===== src/shared/spi_slave_pkg.sv =====
// Contract
// - slave: clock and frame pins are inputs
// - receive clock taken from transmit clock pin
// - receive frame taken from transmit frame pin
// - sample clock from CPU clock, divide two
// - both data delays zero in slave mode
// - frame polarity one means enable low
// - one enable activation per packet
// - free run: breakpoint ignored, shifting continues
// - both bits zero: stop and abort
// - soft: transmitter finishes word, then halts
// - receiver keeps running, overflow flagged
// - pin is GPIO: section reset, enable set
// - GPIO pin drives or reflects polarity bit
// - GPIO transmit data pin drives status bit
// - GPIO receive data pin readable
// - reference clock GPIO needs both sections
// - clock-stop field must be binary 1x
// - word lengths equal, coded 000 to 101
package spi_slave_pkg;
    localparam int DATA_W = 32;
    localparam int FIFO_DEPTH = 32;
    localparam int CLK_PERIOD_NS = 4;
    localparam logic [7:0] SRG_DIV_SLAVE = 8'h01;
    localparam logic SRG_SRC_CPU = 1'b1;
    localparam logic DIR_INPUT = 1'b0;
    localparam logic FSG_PER_PACKET = 1'b0;
    localparam logic [1:0] DLY_SLAVE = 2'h0;
    localparam int CSTP_EN_BIT = 1;
    localparam int CSTP_DLY_BIT = 0;
    localparam logic [2:0] WL_MAX_CODE = 3'h5;
    localparam logic [5:0] WORD_BITS_MAX = 6'h20;
    localparam logic [5:0] WL_BITS_8 = 6'h08;
    localparam logic [5:0] WL_BITS_12 = 6'h0C;
    localparam logic [5:0] WL_BITS_16 = 6'h10;
    localparam logic [5:0] WL_BITS_20 = 6'h14;
    localparam logic [5:0] WL_BITS_24 = 6'h18;
    localparam int MSB = DATA_W - 1;

    typedef enum logic [2:0] {
        ST_IDLE = 3'b001,
        ST_SHIFT = 3'b010,
        ST_DONE = 3'b100
    } xfer_state_t;
endpackage

===== src/rtl/spi_slave_port.sv =====
`timescale 1ns/1ps
module word_fifo #(
    parameter int WIDTH = 32,
    parameter int DEPTH = 32
) (
    // clock and reset
    input wire logic clk,
    input wire logic reset_n,
    // fill side
    input wire logic [WIDTH-1:0] inData,
    input wire logic inValid,
    output logic inReady,
    // drain side
    output logic [WIDTH-1:0] outData,
    output logic outValid,
    input wire logic outReady
);
    localparam int AW = $clog2(DEPTH);
    typedef struct packed {
        logic [AW-1:0] wrPtr;
        logic [AW-1:0] rdPtr;
        logic [AW:0] count;
        logic full;
        logic empty;
    } fifo_state_t;

    fifo_state_t st_ff;
    fifo_state_t nxt_st;
    logic [WIDTH-1:0] mem [DEPTH];
    logic push;
    logic pop;

    assign push = inValid && !st_ff.full;
    assign pop = outReady && !st_ff.empty;
    assign inReady = !st_ff.full;
    assign outValid = !st_ff.empty;
    assign outData = mem[st_ff.rdPtr];

    always_comb
    begin
        nxt_st = st_ff;
        if (push)
        begin
            nxt_st.wrPtr = AW'(st_ff.wrPtr + 1'b1);
        end
        if (pop)
        begin
            nxt_st.rdPtr = AW'(st_ff.rdPtr + 1'b1);
        end
        nxt_st.count = (AW+1)'(st_ff.count + {{AW{1'b0}}, push} - {{AW{1'b0}}, pop});
        nxt_st.full = (nxt_st.count == (AW+1)'(DEPTH));
        nxt_st.empty = (nxt_st.count == '0);
    end

    always_ff @(posedge clk or negedge reset_n)
    begin
        if (!reset_n)
        begin
            st_ff <= '0;
            st_ff.empty <= 1'b1;
        end
        else
        begin
            st_ff <= nxt_st;
        end
    end

    // memory has no reset: contents are only read behind a valid count
    always_ff @(posedge clk)
    begin
        if (push)
        begin
            mem[st_ff.wrPtr] <= inData;
        end
    end
endmodule

module spi_slave_port
    import spi_slave_pkg::*;
(
    // clock and reset
    input wire logic clk,
    input wire logic reset_n,
    // section resets and sample-rate generator
    input wire logic transmitterReset_n,
    input wire logic receiverReset_n,
    input wire logic srgReset_n,
    input wire logic srgSourceSel,
    input wire logic [7:0] srgDivider,
    input wire logic frameGenModeSel,
    // serial format
    input wire logic [1:0] clockStopField,
    input wire logic [2:0] txWordLength,
    input wire logic [2:0] rxWordLength,
    input wire logic [1:0] txDataDelay,
    input wire logic [1:0] rxDataDelay,
    // pin control
    input wire logic txClockDirectionSel,
    input wire logic txFrameDirectionSel,
    input wire logic rxClockDirectionSel,
    input wire logic rxFrameDirectionSel,
    input wire logic txClockPolarity,
    input wire logic txFramePolarity,
    input wire logic rxClockPolarity,
    input wire logic rxFramePolarity,
    input wire logic txGpioEnable,
    input wire logic rxGpioEnable,
    input wire logic txDataPinValue,
    // emulation
    input wire logic breakpoint,
    input wire logic emuFree,
    input wire logic emuSoft,
    // transmit words in
    input wire logic [DATA_W-1:0] txData,
    input wire logic txValid,
    output logic txReady,
    // receive words out
    output logic [DATA_W-1:0] rxData,
    output logic rxValid,
    input wire logic rxReady,
    input wire logic rxOverflowClear,
    // status
    output logic rxOverflow,
    output logic configError,
    output logic txClockPolarityRd,
    output logic txFramePolarityRd,
    output logic rxClockPolarityRd,
    output logic rxFramePolarityRd,
    output logic rxDataPinValue,
    output logic refClockPinValue,
    // pins
    input wire logic txClockPinIn,
    output logic txClockPinOut,
    output logic txClockPinOe,
    input wire logic txFramePinIn,
    output logic txFramePinOut,
    output logic txFramePinOe,
    output logic txDataPinOut,
    output logic txDataPinOe,
    input wire logic rxDataPin,
    input wire logic rxClockPinIn,
    output logic rxClockPinOut,
    output logic rxClockPinOe,
    input wire logic rxFramePinIn,
    output logic rxFramePinOut,
    output logic rxFramePinOe,
    input wire logic refClockPinIn
);
    import spi_slave_pkg::*;

    typedef struct packed {
        xfer_state_t state;
        logic [7:0] divCnt;
        logic srgTick;
        logic sclkMeta;
        logic sclkSync;
        logic sclkPrev;
        logic ssMeta;
        logic ssSync;
        logic ssPrev;
        logic sampled;
        logic txActive;
        logic [5:0] bitCnt;
        logic [DATA_W-1:0] txShift;
        logic [DATA_W-1:0] rxShift;
        logic [DATA_W-1:0] rxWord;
        logic rxValid;
        logic rxOverflow;
        logic configError;
        logic txClockOut;
        logic txClockOe;
        logic txFrameOut;
        logic txFrameOe;
        logic txDataOut;
        logic txDataOe;
        logic rxClockOut;
        logic rxClockOe;
        logic rxFrameOut;
        logic rxFrameOe;
        logic txClockPolRd;
        logic txFramePolRd;
        logic rxClockPolRd;
        logic rxFramePolRd;
        logic rxDataVal;
        logic refClockVal;
    } port_state_t;

    function automatic logic [5:0] wordBits(input logic [2:0] code);
        case (code)
            3'h0: wordBits = WL_BITS_8;
            3'h1: wordBits = WL_BITS_12;
            3'h2: wordBits = WL_BITS_16;
            3'h3: wordBits = WL_BITS_20;
            3'h4: wordBits = WL_BITS_24;
            default: wordBits = WORD_BITS_MAX;
        endcase
    endfunction

    // MSB goes out first, so a short word is left-justified in the shifter
    function automatic logic [DATA_W-1:0] alignMsb(input logic [DATA_W-1:0] d,
                                                   input logic [2:0] code);
        alignMsb = d << (WORD_BITS_MAX - wordBits(code));
    endfunction

    port_state_t st_ff;
    port_state_t nxt_st;
    logic [DATA_W-1:0] fifoData;
    logic fifoValid;
    logic fifoPop;
    logic rxWordDone;
    logic slaveOk;
    logic txGpio;
    logic rxGpio;
    logic ssAct;
    logic ssActPrev;
    logic ssStart;
    logic sclkRise;
    logic sclkFall;
    logic sampleEdge;
    logic shiftEdge;
    logic rxOnRise;
    logic immediateStop;
    logic softStop;

    word_fifo #(.WIDTH(DATA_W), .DEPTH(FIFO_DEPTH)) u_tx_fifo (
        .clk(clk),
        .reset_n(reset_n),
        .inData(txData),
        .inValid(txValid),
        .inReady(txReady),
        .outData(fifoData),
        .outValid(fifoValid),
        .outReady(fifoPop)
    );

    assign slaveOk = clockStopField[CSTP_EN_BIT]
        && txClockDirectionSel == DIR_INPUT && txFrameDirectionSel == DIR_INPUT
        && srgSourceSel == SRG_SRC_CPU && srgDivider == SRG_DIV_SLAVE
        && txDataDelay == DLY_SLAVE && rxDataDelay == DLY_SLAVE
        && frameGenModeSel == FSG_PER_PACKET
        && txWordLength == rxWordLength && txWordLength <= WL_MAX_CODE;
    assign txGpio = !transmitterReset_n && txGpioEnable;
    assign rxGpio = !receiverReset_n && rxGpioEnable;
    // receive side reuses the transmit pins' clock and enable
    assign ssAct = txFramePolarity ? !st_ff.ssSync : st_ff.ssSync;
    assign ssActPrev = txFramePolarity ? !st_ff.ssPrev : st_ff.ssPrev;
    assign ssStart = st_ff.srgTick && ssAct && !ssActPrev;
    assign sclkRise = st_ff.srgTick && st_ff.sclkSync && !st_ff.sclkPrev;
    assign sclkFall = st_ff.srgTick && !st_ff.sclkSync && st_ff.sclkPrev;
    assign rxOnRise = clockStopField[CSTP_DLY_BIT] ^ txClockPolarity;
    assign sampleEdge = rxOnRise ? sclkRise : sclkFall;
    assign shiftEdge = rxOnRise ? sclkFall : sclkRise;
    assign immediateStop = breakpoint && !emuFree && !emuSoft;
    assign softStop = breakpoint && !emuFree && emuSoft;

    always_comb
    begin
        nxt_st = st_ff;
        fifoPop = 1'b0;
        rxWordDone = 1'b0;
        // sample-rate tick; master clock must stay well below clk/4
        if (!srgReset_n)
        begin
            nxt_st.divCnt = '0;
            nxt_st.srgTick = 1'b0;
        end
        else if (st_ff.divCnt >= srgDivider)
        begin
            nxt_st.divCnt = '0;
            nxt_st.srgTick = 1'b1;
        end
        else
        begin
            nxt_st.divCnt = 8'(st_ff.divCnt + 8'h01);
            nxt_st.srgTick = 1'b0;
        end
        if (st_ff.srgTick)
        begin
            nxt_st.sclkMeta = txClockPinIn;
            nxt_st.sclkSync = st_ff.sclkMeta;
            nxt_st.sclkPrev = st_ff.sclkSync;
            nxt_st.ssMeta = txFramePinIn;
            nxt_st.ssSync = st_ff.ssMeta;
            nxt_st.ssPrev = st_ff.ssSync;
        end
        case (st_ff.state)
            ST_IDLE:
            begin
                if (ssStart && slaveOk && !immediateStop
                    && (transmitterReset_n || receiverReset_n))
                begin
                    nxt_st.state = ST_SHIFT;
                    nxt_st.bitCnt = '0;
                    nxt_st.sampled = 1'b0;
                    nxt_st.rxShift = '0;
                    // soft halt: no new word is started on the transmit side
                    if (transmitterReset_n && !softStop && fifoValid)
                    begin
                        fifoPop = 1'b1;
                        nxt_st.txShift = alignMsb(fifoData, txWordLength);
                        nxt_st.txActive = 1'b1;
                    end
                    else
                    begin
                        nxt_st.txShift = '0;
                        nxt_st.txActive = 1'b0;
                    end
                end
            end
            ST_SHIFT:
            begin
                if (immediateStop || !slaveOk || (st_ff.srgTick && !ssAct))
                begin
                    nxt_st.state = ST_DONE;
                    nxt_st.txActive = 1'b0;
                end
                else if (sampleEdge)
                begin
                    nxt_st.rxShift = {st_ff.rxShift[MSB-1:0], rxDataPin};
                    nxt_st.sampled = 1'b1;
                    nxt_st.bitCnt = 6'(st_ff.bitCnt + 6'h01);
                    if (nxt_st.bitCnt == wordBits(rxWordLength))
                    begin
                        nxt_st.state = ST_DONE;
                        nxt_st.txActive = 1'b0;
                        rxWordDone = receiverReset_n;
                    end
                end
                else if (shiftEdge && st_ff.sampled)
                begin
                    nxt_st.txShift = {st_ff.txShift[MSB-1:0], 1'b0};
                end
            end
            ST_DONE:
            begin
                // a fresh enable edge is needed before the next word
                if (st_ff.srgTick && !ssAct)
                begin
                    nxt_st.state = ST_IDLE;
                end
            end
            default:
            begin
                nxt_st.state = ST_IDLE;
            end
        endcase
        if (rxReady && st_ff.rxValid)
        begin
            nxt_st.rxValid = 1'b0;
        end
        if (rxOverflowClear)
        begin
            nxt_st.rxOverflow = 1'b0;
        end
        // set wins over the consumer's read and the software clear
        if (rxWordDone)
        begin
            nxt_st.rxWord = nxt_st.rxShift;
            nxt_st.rxValid = 1'b1;
            if (st_ff.rxValid && !rxReady)
            begin
                nxt_st.rxOverflow = 1'b1;
            end
        end
        nxt_st.configError = clockStopField[CSTP_EN_BIT] && !slaveOk;
        nxt_st.txClockOe = txGpio && txClockDirectionSel;
        nxt_st.txClockOut = txClockPolarity;
        nxt_st.txFrameOe = txGpio && txFrameDirectionSel;
        nxt_st.txFrameOut = txFramePolarity;
        nxt_st.rxClockOe = rxGpio && rxClockDirectionSel;
        nxt_st.rxClockOut = rxClockPolarity;
        nxt_st.rxFrameOe = rxGpio && rxFrameDirectionSel;
        nxt_st.rxFrameOut = rxFramePolarity;
        nxt_st.txClockPolRd = (txGpio && !txClockDirectionSel) ? txClockPinIn
                                                                : txClockPolarity;
        nxt_st.txFramePolRd = (txGpio && !txFrameDirectionSel) ? txFramePinIn
                                                                : txFramePolarity;
        nxt_st.rxClockPolRd = (rxGpio && !rxClockDirectionSel) ? rxClockPinIn
                                                                : rxClockPolarity;
        nxt_st.rxFramePolRd = (rxGpio && !rxFrameDirectionSel) ? rxFramePinIn
                                                                : rxFramePolarity;
        nxt_st.rxDataVal = rxGpio && rxDataPin;
        nxt_st.refClockVal = txGpio && rxGpio && refClockPinIn;
        // data pin floats between packets so several slaves may share it
        nxt_st.txDataOe = txGpio || nxt_st.txActive;
        nxt_st.txDataOut = txGpio ? txDataPinValue : nxt_st.txShift[MSB];
    end

    always_ff @(posedge clk or negedge reset_n)
    begin
        if (!reset_n)
        begin
            st_ff <= '0;
            st_ff.state <= ST_IDLE;
        end
        else
        begin
            st_ff <= nxt_st;
        end
    end

    assign rxData = st_ff.rxWord;
    assign rxValid = st_ff.rxValid;
    assign rxOverflow = st_ff.rxOverflow;
    assign configError = st_ff.configError;
    assign txClockPolarityRd = st_ff.txClockPolRd;
    assign txFramePolarityRd = st_ff.txFramePolRd;
    assign rxClockPolarityRd = st_ff.rxClockPolRd;
    assign rxFramePolarityRd = st_ff.rxFramePolRd;
    assign rxDataPinValue = st_ff.rxDataVal;
    assign refClockPinValue = st_ff.refClockVal;
    assign txClockPinOut = st_ff.txClockOut;
    assign txClockPinOe = st_ff.txClockOe;
    assign txFramePinOut = st_ff.txFrameOut;
    assign txFramePinOe = st_ff.txFrameOe;
    assign txDataPinOut = st_ff.txDataOut;
    assign txDataPinOe = st_ff.txDataOe;
    assign rxClockPinOut = st_ff.rxClockOut;
    assign rxClockPinOe = st_ff.rxClockOe;
    assign rxFramePinOut = st_ff.rxFrameOut;
    assign rxFramePinOe = st_ff.rxFrameOe;

    property p_txClockInput;
        @(posedge clk) disable iff (!reset_n)
        txClockDirectionSel == DIR_INPUT |=> !txClockPinOe;
    endproperty
    a_txClockInput: assert property (p_txClockInput)
        else $error("transmit clock pin driven while selected as input");

    property p_srgSpacing;
        @(posedge clk) disable iff (!reset_n)
        (st_ff.srgTick && srgReset_n && srgDivider == SRG_DIV_SLAVE)
            ##1 (srgReset_n && srgDivider == SRG_DIV_SLAVE) |-> !st_ff.srgTick ##1 st_ff.srgTick;
    endproperty
    a_srgSpacing: assert property (p_srgSpacing)
        else $error("sample tick not every second clock at divider one");

    property p_badConfigIdle;
        @(posedge clk) disable iff (!reset_n)
        (!slaveOk && st_ff.state == ST_SHIFT) |=> st_ff.state == ST_DONE;
    endproperty
    a_badConfigIdle: assert property (p_badConfigIdle)
        else $error("transfer kept running under invalid slave setup");

    property p_freshEdge;
        @(posedge clk) disable iff (!reset_n)
        (st_ff.state == ST_DONE && ssAct) |=> st_ff.state == ST_DONE;
    endproperty
    a_freshEdge: assert property (p_freshEdge)
        else $error("new packet started without enable release");

    property p_immediateStop;
        @(posedge clk) disable iff (!reset_n)
        (immediateStop && st_ff.state == ST_SHIFT) |=> (st_ff.state == ST_DONE && !txDataPinOe);
    endproperty
    a_immediateStop: assert property (p_immediateStop)
        else $error("immediate stop did not abort the packet");

    property p_overflow;
        @(posedge clk) disable iff (!reset_n)
        (rxWordDone && st_ff.rxValid && !rxReady) |=> (rxOverflow && rxValid);
    endproperty
    a_overflow: assert property (p_overflow)
        else $error("unread word did not raise overflow");

    property p_gpioClockOut;
        @(posedge clk) disable iff (!reset_n)
        (txGpio && txClockDirectionSel) |=> (txClockPinOe && txClockPinOut == $past(txClockPolarity));
    endproperty
    a_gpioClockOut: assert property (p_gpioClockOut)
        else $error("GPIO clock pin not driving its polarity bit");

    property p_gpioFrameIn;
        @(posedge clk) disable iff (!reset_n)
        (txGpio && !txFrameDirectionSel) |=> (!txFramePinOe && txFramePolarityRd == $past(txFramePinIn));
    endproperty
    a_gpioFrameIn: assert property (p_gpioFrameIn)
        else $error("GPIO frame input not reflected");

    property p_gpioData;
        @(posedge clk) disable iff (!reset_n)
        txGpio |=> (txDataPinOe && txDataPinOut == $past(txDataPinValue));
    endproperty
    a_gpioData: assert property (p_gpioData)
        else $error("GPIO data pin not driving status bit");

    property p_gpioRxData;
        @(posedge clk) disable iff (!reset_n)
        rxGpio |=> rxDataPinValue == $past(rxDataPin);
    endproperty
    a_gpioRxData: assert property (p_gpioRxData)
        else $error("receive data level not readable");

    property p_refClock;
        @(posedge clk) disable iff (!reset_n)
        !(txGpio && rxGpio) |=> !refClockPinValue;
    endproperty
    a_refClock: assert property (p_refClock)
        else $error("reference clock readable outside double GPIO mode");
endmodule


===== config.mk =====
export PLATFORM = sky130hd
export DESIGN_NAME = spi_slave_port
export DESIGN_NICKNAME = d
export VERILOG_FILES = /design/src/shared/spi_slave_pkg.sv /design/src/rtl/spi_slave_port.sv
export SDC_FILE = /design/constraint.sdc
export NUM_CORES = 1
export LEC_CHECK = 0
export BUFFER_PORTS_ARGS = -buffer_cell sky130_fd_sc_hd__buf_2
export CORE_MARGIN = 2
export CORE_UTILIZATION = 30
export CTS_BUF_LIST = sky130_fd_sc_hd__clkbuf_16
export DETAILED_ROUTE_END_ITERATION = 16
export PLACE_DENSITY_LB_ADDON = 0.1
export SYNTH_ARGS = -nofsm -noshare
export SYNTH_HDL_FRONTEND = slang
export SYNTH_SLANG_ARGS = --single-unit

===== constraint.sdc =====
create_clock -name clk -period 4.2 [get_ports clk]
set_input_delay 0.42 -clock clk [delete_from_list [all_inputs] [get_ports clk]]
set_output_delay 0.42 -clock clk [all_outputs]
set_load 0.1 [all_outputs]

==> results by group <==
Run status
  – Status: finished clean

Cells and area
  – Share of cells above drive strength 1: 28.9%
  – Layout area overhead: 17.7%
  – Final net count: 2813

Logic synthesis
  – Ys Warns: 0
  – Seq/Total Area, Yosys: 73.9%
  – Number of flops mapped to enable cells by yosys: 1024
  – Post-synth cell types: 74
  – Most area-consuming cells after synthesis: edfxtp_1 65%, mux4_2 12%, dfrtp_1 8.4%
  – Ys async rst share: 13.4%
  – Synth Cell Area: 47000 um^2
  – Avg Cell Area, Syn: 19.2 um^2
  – Share of Yosys cell area claimed by the top area cell type: 65.4%
  – Prevailing post-synth register cell: edfxtp_1
  – Seq cells post-synth: 1183
  – Gate Count Post-Synth: 2447
  – Syn_nets: 2551
  – Yosys top cell by area: edfxtp_1

STA
  – Slew Limit Fails: 0
  – Crit path time final: 3.45 ns
  – Hold Fails Final Rpt: 0
  – RSZ-0062 raised after global routing: false
  – Fmax: 0.290 GHz
  – Hold WS: 0.0955 ns
  – Slew HR: 23.5%
  – Setup TNS: 0 ns
  – Setup violators final: 0
  – Final Cycle Share: 82.2%
  – Setup Skew: 0.0319 ns
  – Actual slew at the worst max-slew pin: 1.14 ns

Route
  – Routed WL per cell: 29.2 um
  – DR pass1 iterations: 5
  – Routed Antenna Nets: 0
  – Iter 0 DRT Violations: 2159
  – Drt drc: 0
  – Vias post-DR: 24700
  – DRT Wirelength: 142000 um
  – DR vias/cell: 5.07

Setup path
  – Arrival time worst endpoint: 4.03 ns
  – CP max stage delay: 0.75 ns
  – Critical Path End Type: flop
  – Worst r2r src: u_tx_fifo.st_ff[9]
  – RR Endpoint: txDataPinOut
  – CP Class: reg2reg
  – R2R Setup Slk: 0.75 ns
  – Critical-path top delay cell: dfrtp_4
  – Startpoint Class: flop
  – Bufs and invs on worst path: 2
  – Worst EP required: 4.78 ns
  – Cells along the critical path: buf_4 -> mux2_2 -> o22ai_1 -> nor4_1 -> nor2_1 -> nor4_1 -> nor4_1 -> buf_4 -> a41oi_1
  – CP top delay family: simple AND/OR/NAND/NOR gates
  – R2R cell count: 9
  – Worst Path Max Fanout: 25
  – Most used cell along the critical path: nor4_1

Floorplanning
  – Initial Utilization: 30.1%
  – Chip Width: 400 um
  – Area of the core: 156000 um^2
  – Die height: 400 um
  – Die area: 160000 um^2
  – Row Count: 145
  – # IOs: 134

Placement
  – # port buffers: 133
  – Placer Congestion: 0.864
  – HPWL Detailed: 84900 um

Pwr
  – Leakage power: 0.0184 uW
  – Maximum vdd drop: 0.000393 V
  – P per Cell Area: 491 nW/um^2

Hold path
  – Hold EP: txDataPinOut
  – Hold Startpoint: txDataPinValue
  – Hold-critical path depth: 3
  – Worst Hold Class: in2reg

Clock tree
  – # clock sinks: 1183
  – Worst-path clk slew: 0.05 ns
  – CTS tree: built
  – CTS H-tree depth: 4
  – Longest Clk Path Bufs: 3
  – Clk_lat worst skew: 0.77 ns
  – CTS Root Cell: clkbuf_16
  – Post_cts resized: 0
  – CTS Buf Count: 137

Job
  – Max-cap violations: 0

Global routing
  – Antenna violations before repair: 11
  – Largest net degree at the start of global routing: 111
  – Global route overflow: 0
  – Vias in the first global route: 26000
  – Global-route wire length before repair: 198000 um
  – Tot GR Track Use: 17.8%
[cell families after synthesis]
kind of cell	share of synthesized area [%]
muxes	14.4
adders and majority gates	0.602
AOI/OAI and AO/OA	4.24
and+or+nand+nor	3.94
buffers and inverters	2.35
DFF	73.9
xor gates and xnor gates	0.522
[cell usage after synthesis (5+ instances only)]
| cell type | number |
|---|---|
| a31oi_1 | 6 |
| buf_1 | 7 |
| mux2_2 | 54 |
| xnor2_1 | 22 |
| mux2i_1 | 47 |
| nor2b_1 | 28 |
| a2111oi_0 | 8 |
| and3_1 | 7 |
| or3b_2 | 5 |
| edfxtp_1 | 1024 |
| mux4_2 | 253 |
| o221ai_1 | 5 |
| buf_2 | 30 |
| a22oi_1 | 37 |
| a221o_1 | 11 |
| nand4_1 | 6 |
| a21oi_1 | 28 |
| inv_1 | 31 |
| dfrtp_1 | 157 |
| a22o_1 | 13 |
| buf_4 | 52 |
| clkbuf_1 | 56 |
| and2_1 | 10 |
| a211oi_1 | 11 |
| o21ai_0 | 67 |
| nor4_1 | 18 |
| ha_1 | 21 |
| nand3b_1 | 6 |
| nand2_1 | 129 |
| or3_1 | 6 |
| or4_1 | 13 |
| buf_6 | 14 |
| nor2_1 | 80 |
| nand2b_1 | 13 |
| a21o_1 | 7 |
| nand3_1 | 22 |
| o22ai_1 | 65 |
| nor3_1 | 8 |
| xor2_1 | 6 |
[layer usage]
| layer | part of all wire, % | vias to the layer above | GRT usage, % |
|---|---|---|---|
| met1 | 45 | 13300 | 24.3 |
| met4 | 2.6 | 12 | 5.37 |
| met2 | 47 | 783 | 28.7 |
| li1 | - | 10500 | - |
| met3 | 5.4 | 217 | 3.51 |
| met5 | 0.060 | - | 0 |
[cell usage in the layout, fill, tap and decap left out, types with 17 or more instances in the layout]
cell type	synthesis	final
nor2_1	80	48
buf_12	2	27
o21ai_0	67	67
nand3_1	22	22
buf_4	52	105
inv_1	31	72
nor2_4	0	32
mux4_2	253	253
nor4_1	18	17
dlygate4sd3_1	0	20
buf_2	30	132
nor2b_1	28	28
nand2_1	129	129
edfxtp_1	1024	1024
ha_1	21	21
mux2_2	54	54
xnor2_1	22	22
a21oi_1	28	28
clkinv_2	0	23
a22oi_1	37	37
clkbuf_16	0	139
mux2i_1	47	47
o22ai_1	65	65
dfrtp_1	157	152
clkinv_1	0	21
[how the worst max path moves through the flow]
stage | startpoint | cells past startpoint | endpoint | slack (ns)
finish | u_tx_fifo.st_ff[9] | 9 | txDataPinOut | 0.75
global placement | u_tx_fifo.st_ff[9] | 8 | st_ff[112] | 0.70
global route | st_ff[138] | 13 | u_tx_fifo.st_ff[1] | 0.50
detailed placement | u_tx_fifo.st_ff[9] | 8 | st_ff[112] | 0.70
floorplan | txWordLength[0] | 16 | u_tx_fifo.st_ff[1] | 0.44
CTS | u_tx_fifo.st_ff[9] | 9 | txDataPinOut | 0.69
[layout make-up]
cell class	count	area, um^2
fillers	14600	101000
flip-flops and latches	1183	34700
multi-input cells	1071	11400
clock buffers	139	3480
well taps	2058	2570
repair buffers	285	2200
clock inverters	108	786
inverters	31	116
diodes	2	5.00
[state kept, by name, indices dropped and copies added, names as in the netlist, 18 cells and up]
name             count
rxData              32
st_ff               90
u_tx_fifo.mem     1024
u_tx_fifo.st_ff     18
[power breakdown]
| part | internal (uW) | total [uW] | switching (uW) |
|---|---|---|---|
| sequential | 13500 | 13700 | 177 |
| combinational | 587 | 2120 | 1530 |
| clock | 6470 | 11400 | 4890 |
| total | 20500 | 27100 | 6600 |
[tightest hold or removal path: cells and delay by family]
family | cells | cell delay [ns]
simple gates | 1 | 0.16
compound gates | 1 | 0.10
buf+inv | 1 | 0.10
[per-stage QoR]
stage / total power (uW) / utilization, % / instances / setup WS [ns] / cell area (um^2)
after floorplan: 14800 / - / 2447 / 0.443 / 47000
after global placement: 16000 / 32.6 / 4608 / 0.696 / 50800
after detailed placement: 16000 / 32.6 / 4608 / 0.703 / 50800
after CTS: 27500 / 35.5 / 4875 / 0.686 / 55300
after global routing: 28100 / 35.5 / 4876 / 0.498 / 55300
final: 27100 / 35.5 / 4877 / 0.747 / 55300
[timing repair]
action                     CTS  global route
setup buffers                0             0
hold buffers                20             0
hold endpoints to repair    77             0
setup endpoints to repair    0             0
No activity file was read; power rests on OpenSTA's default activity.
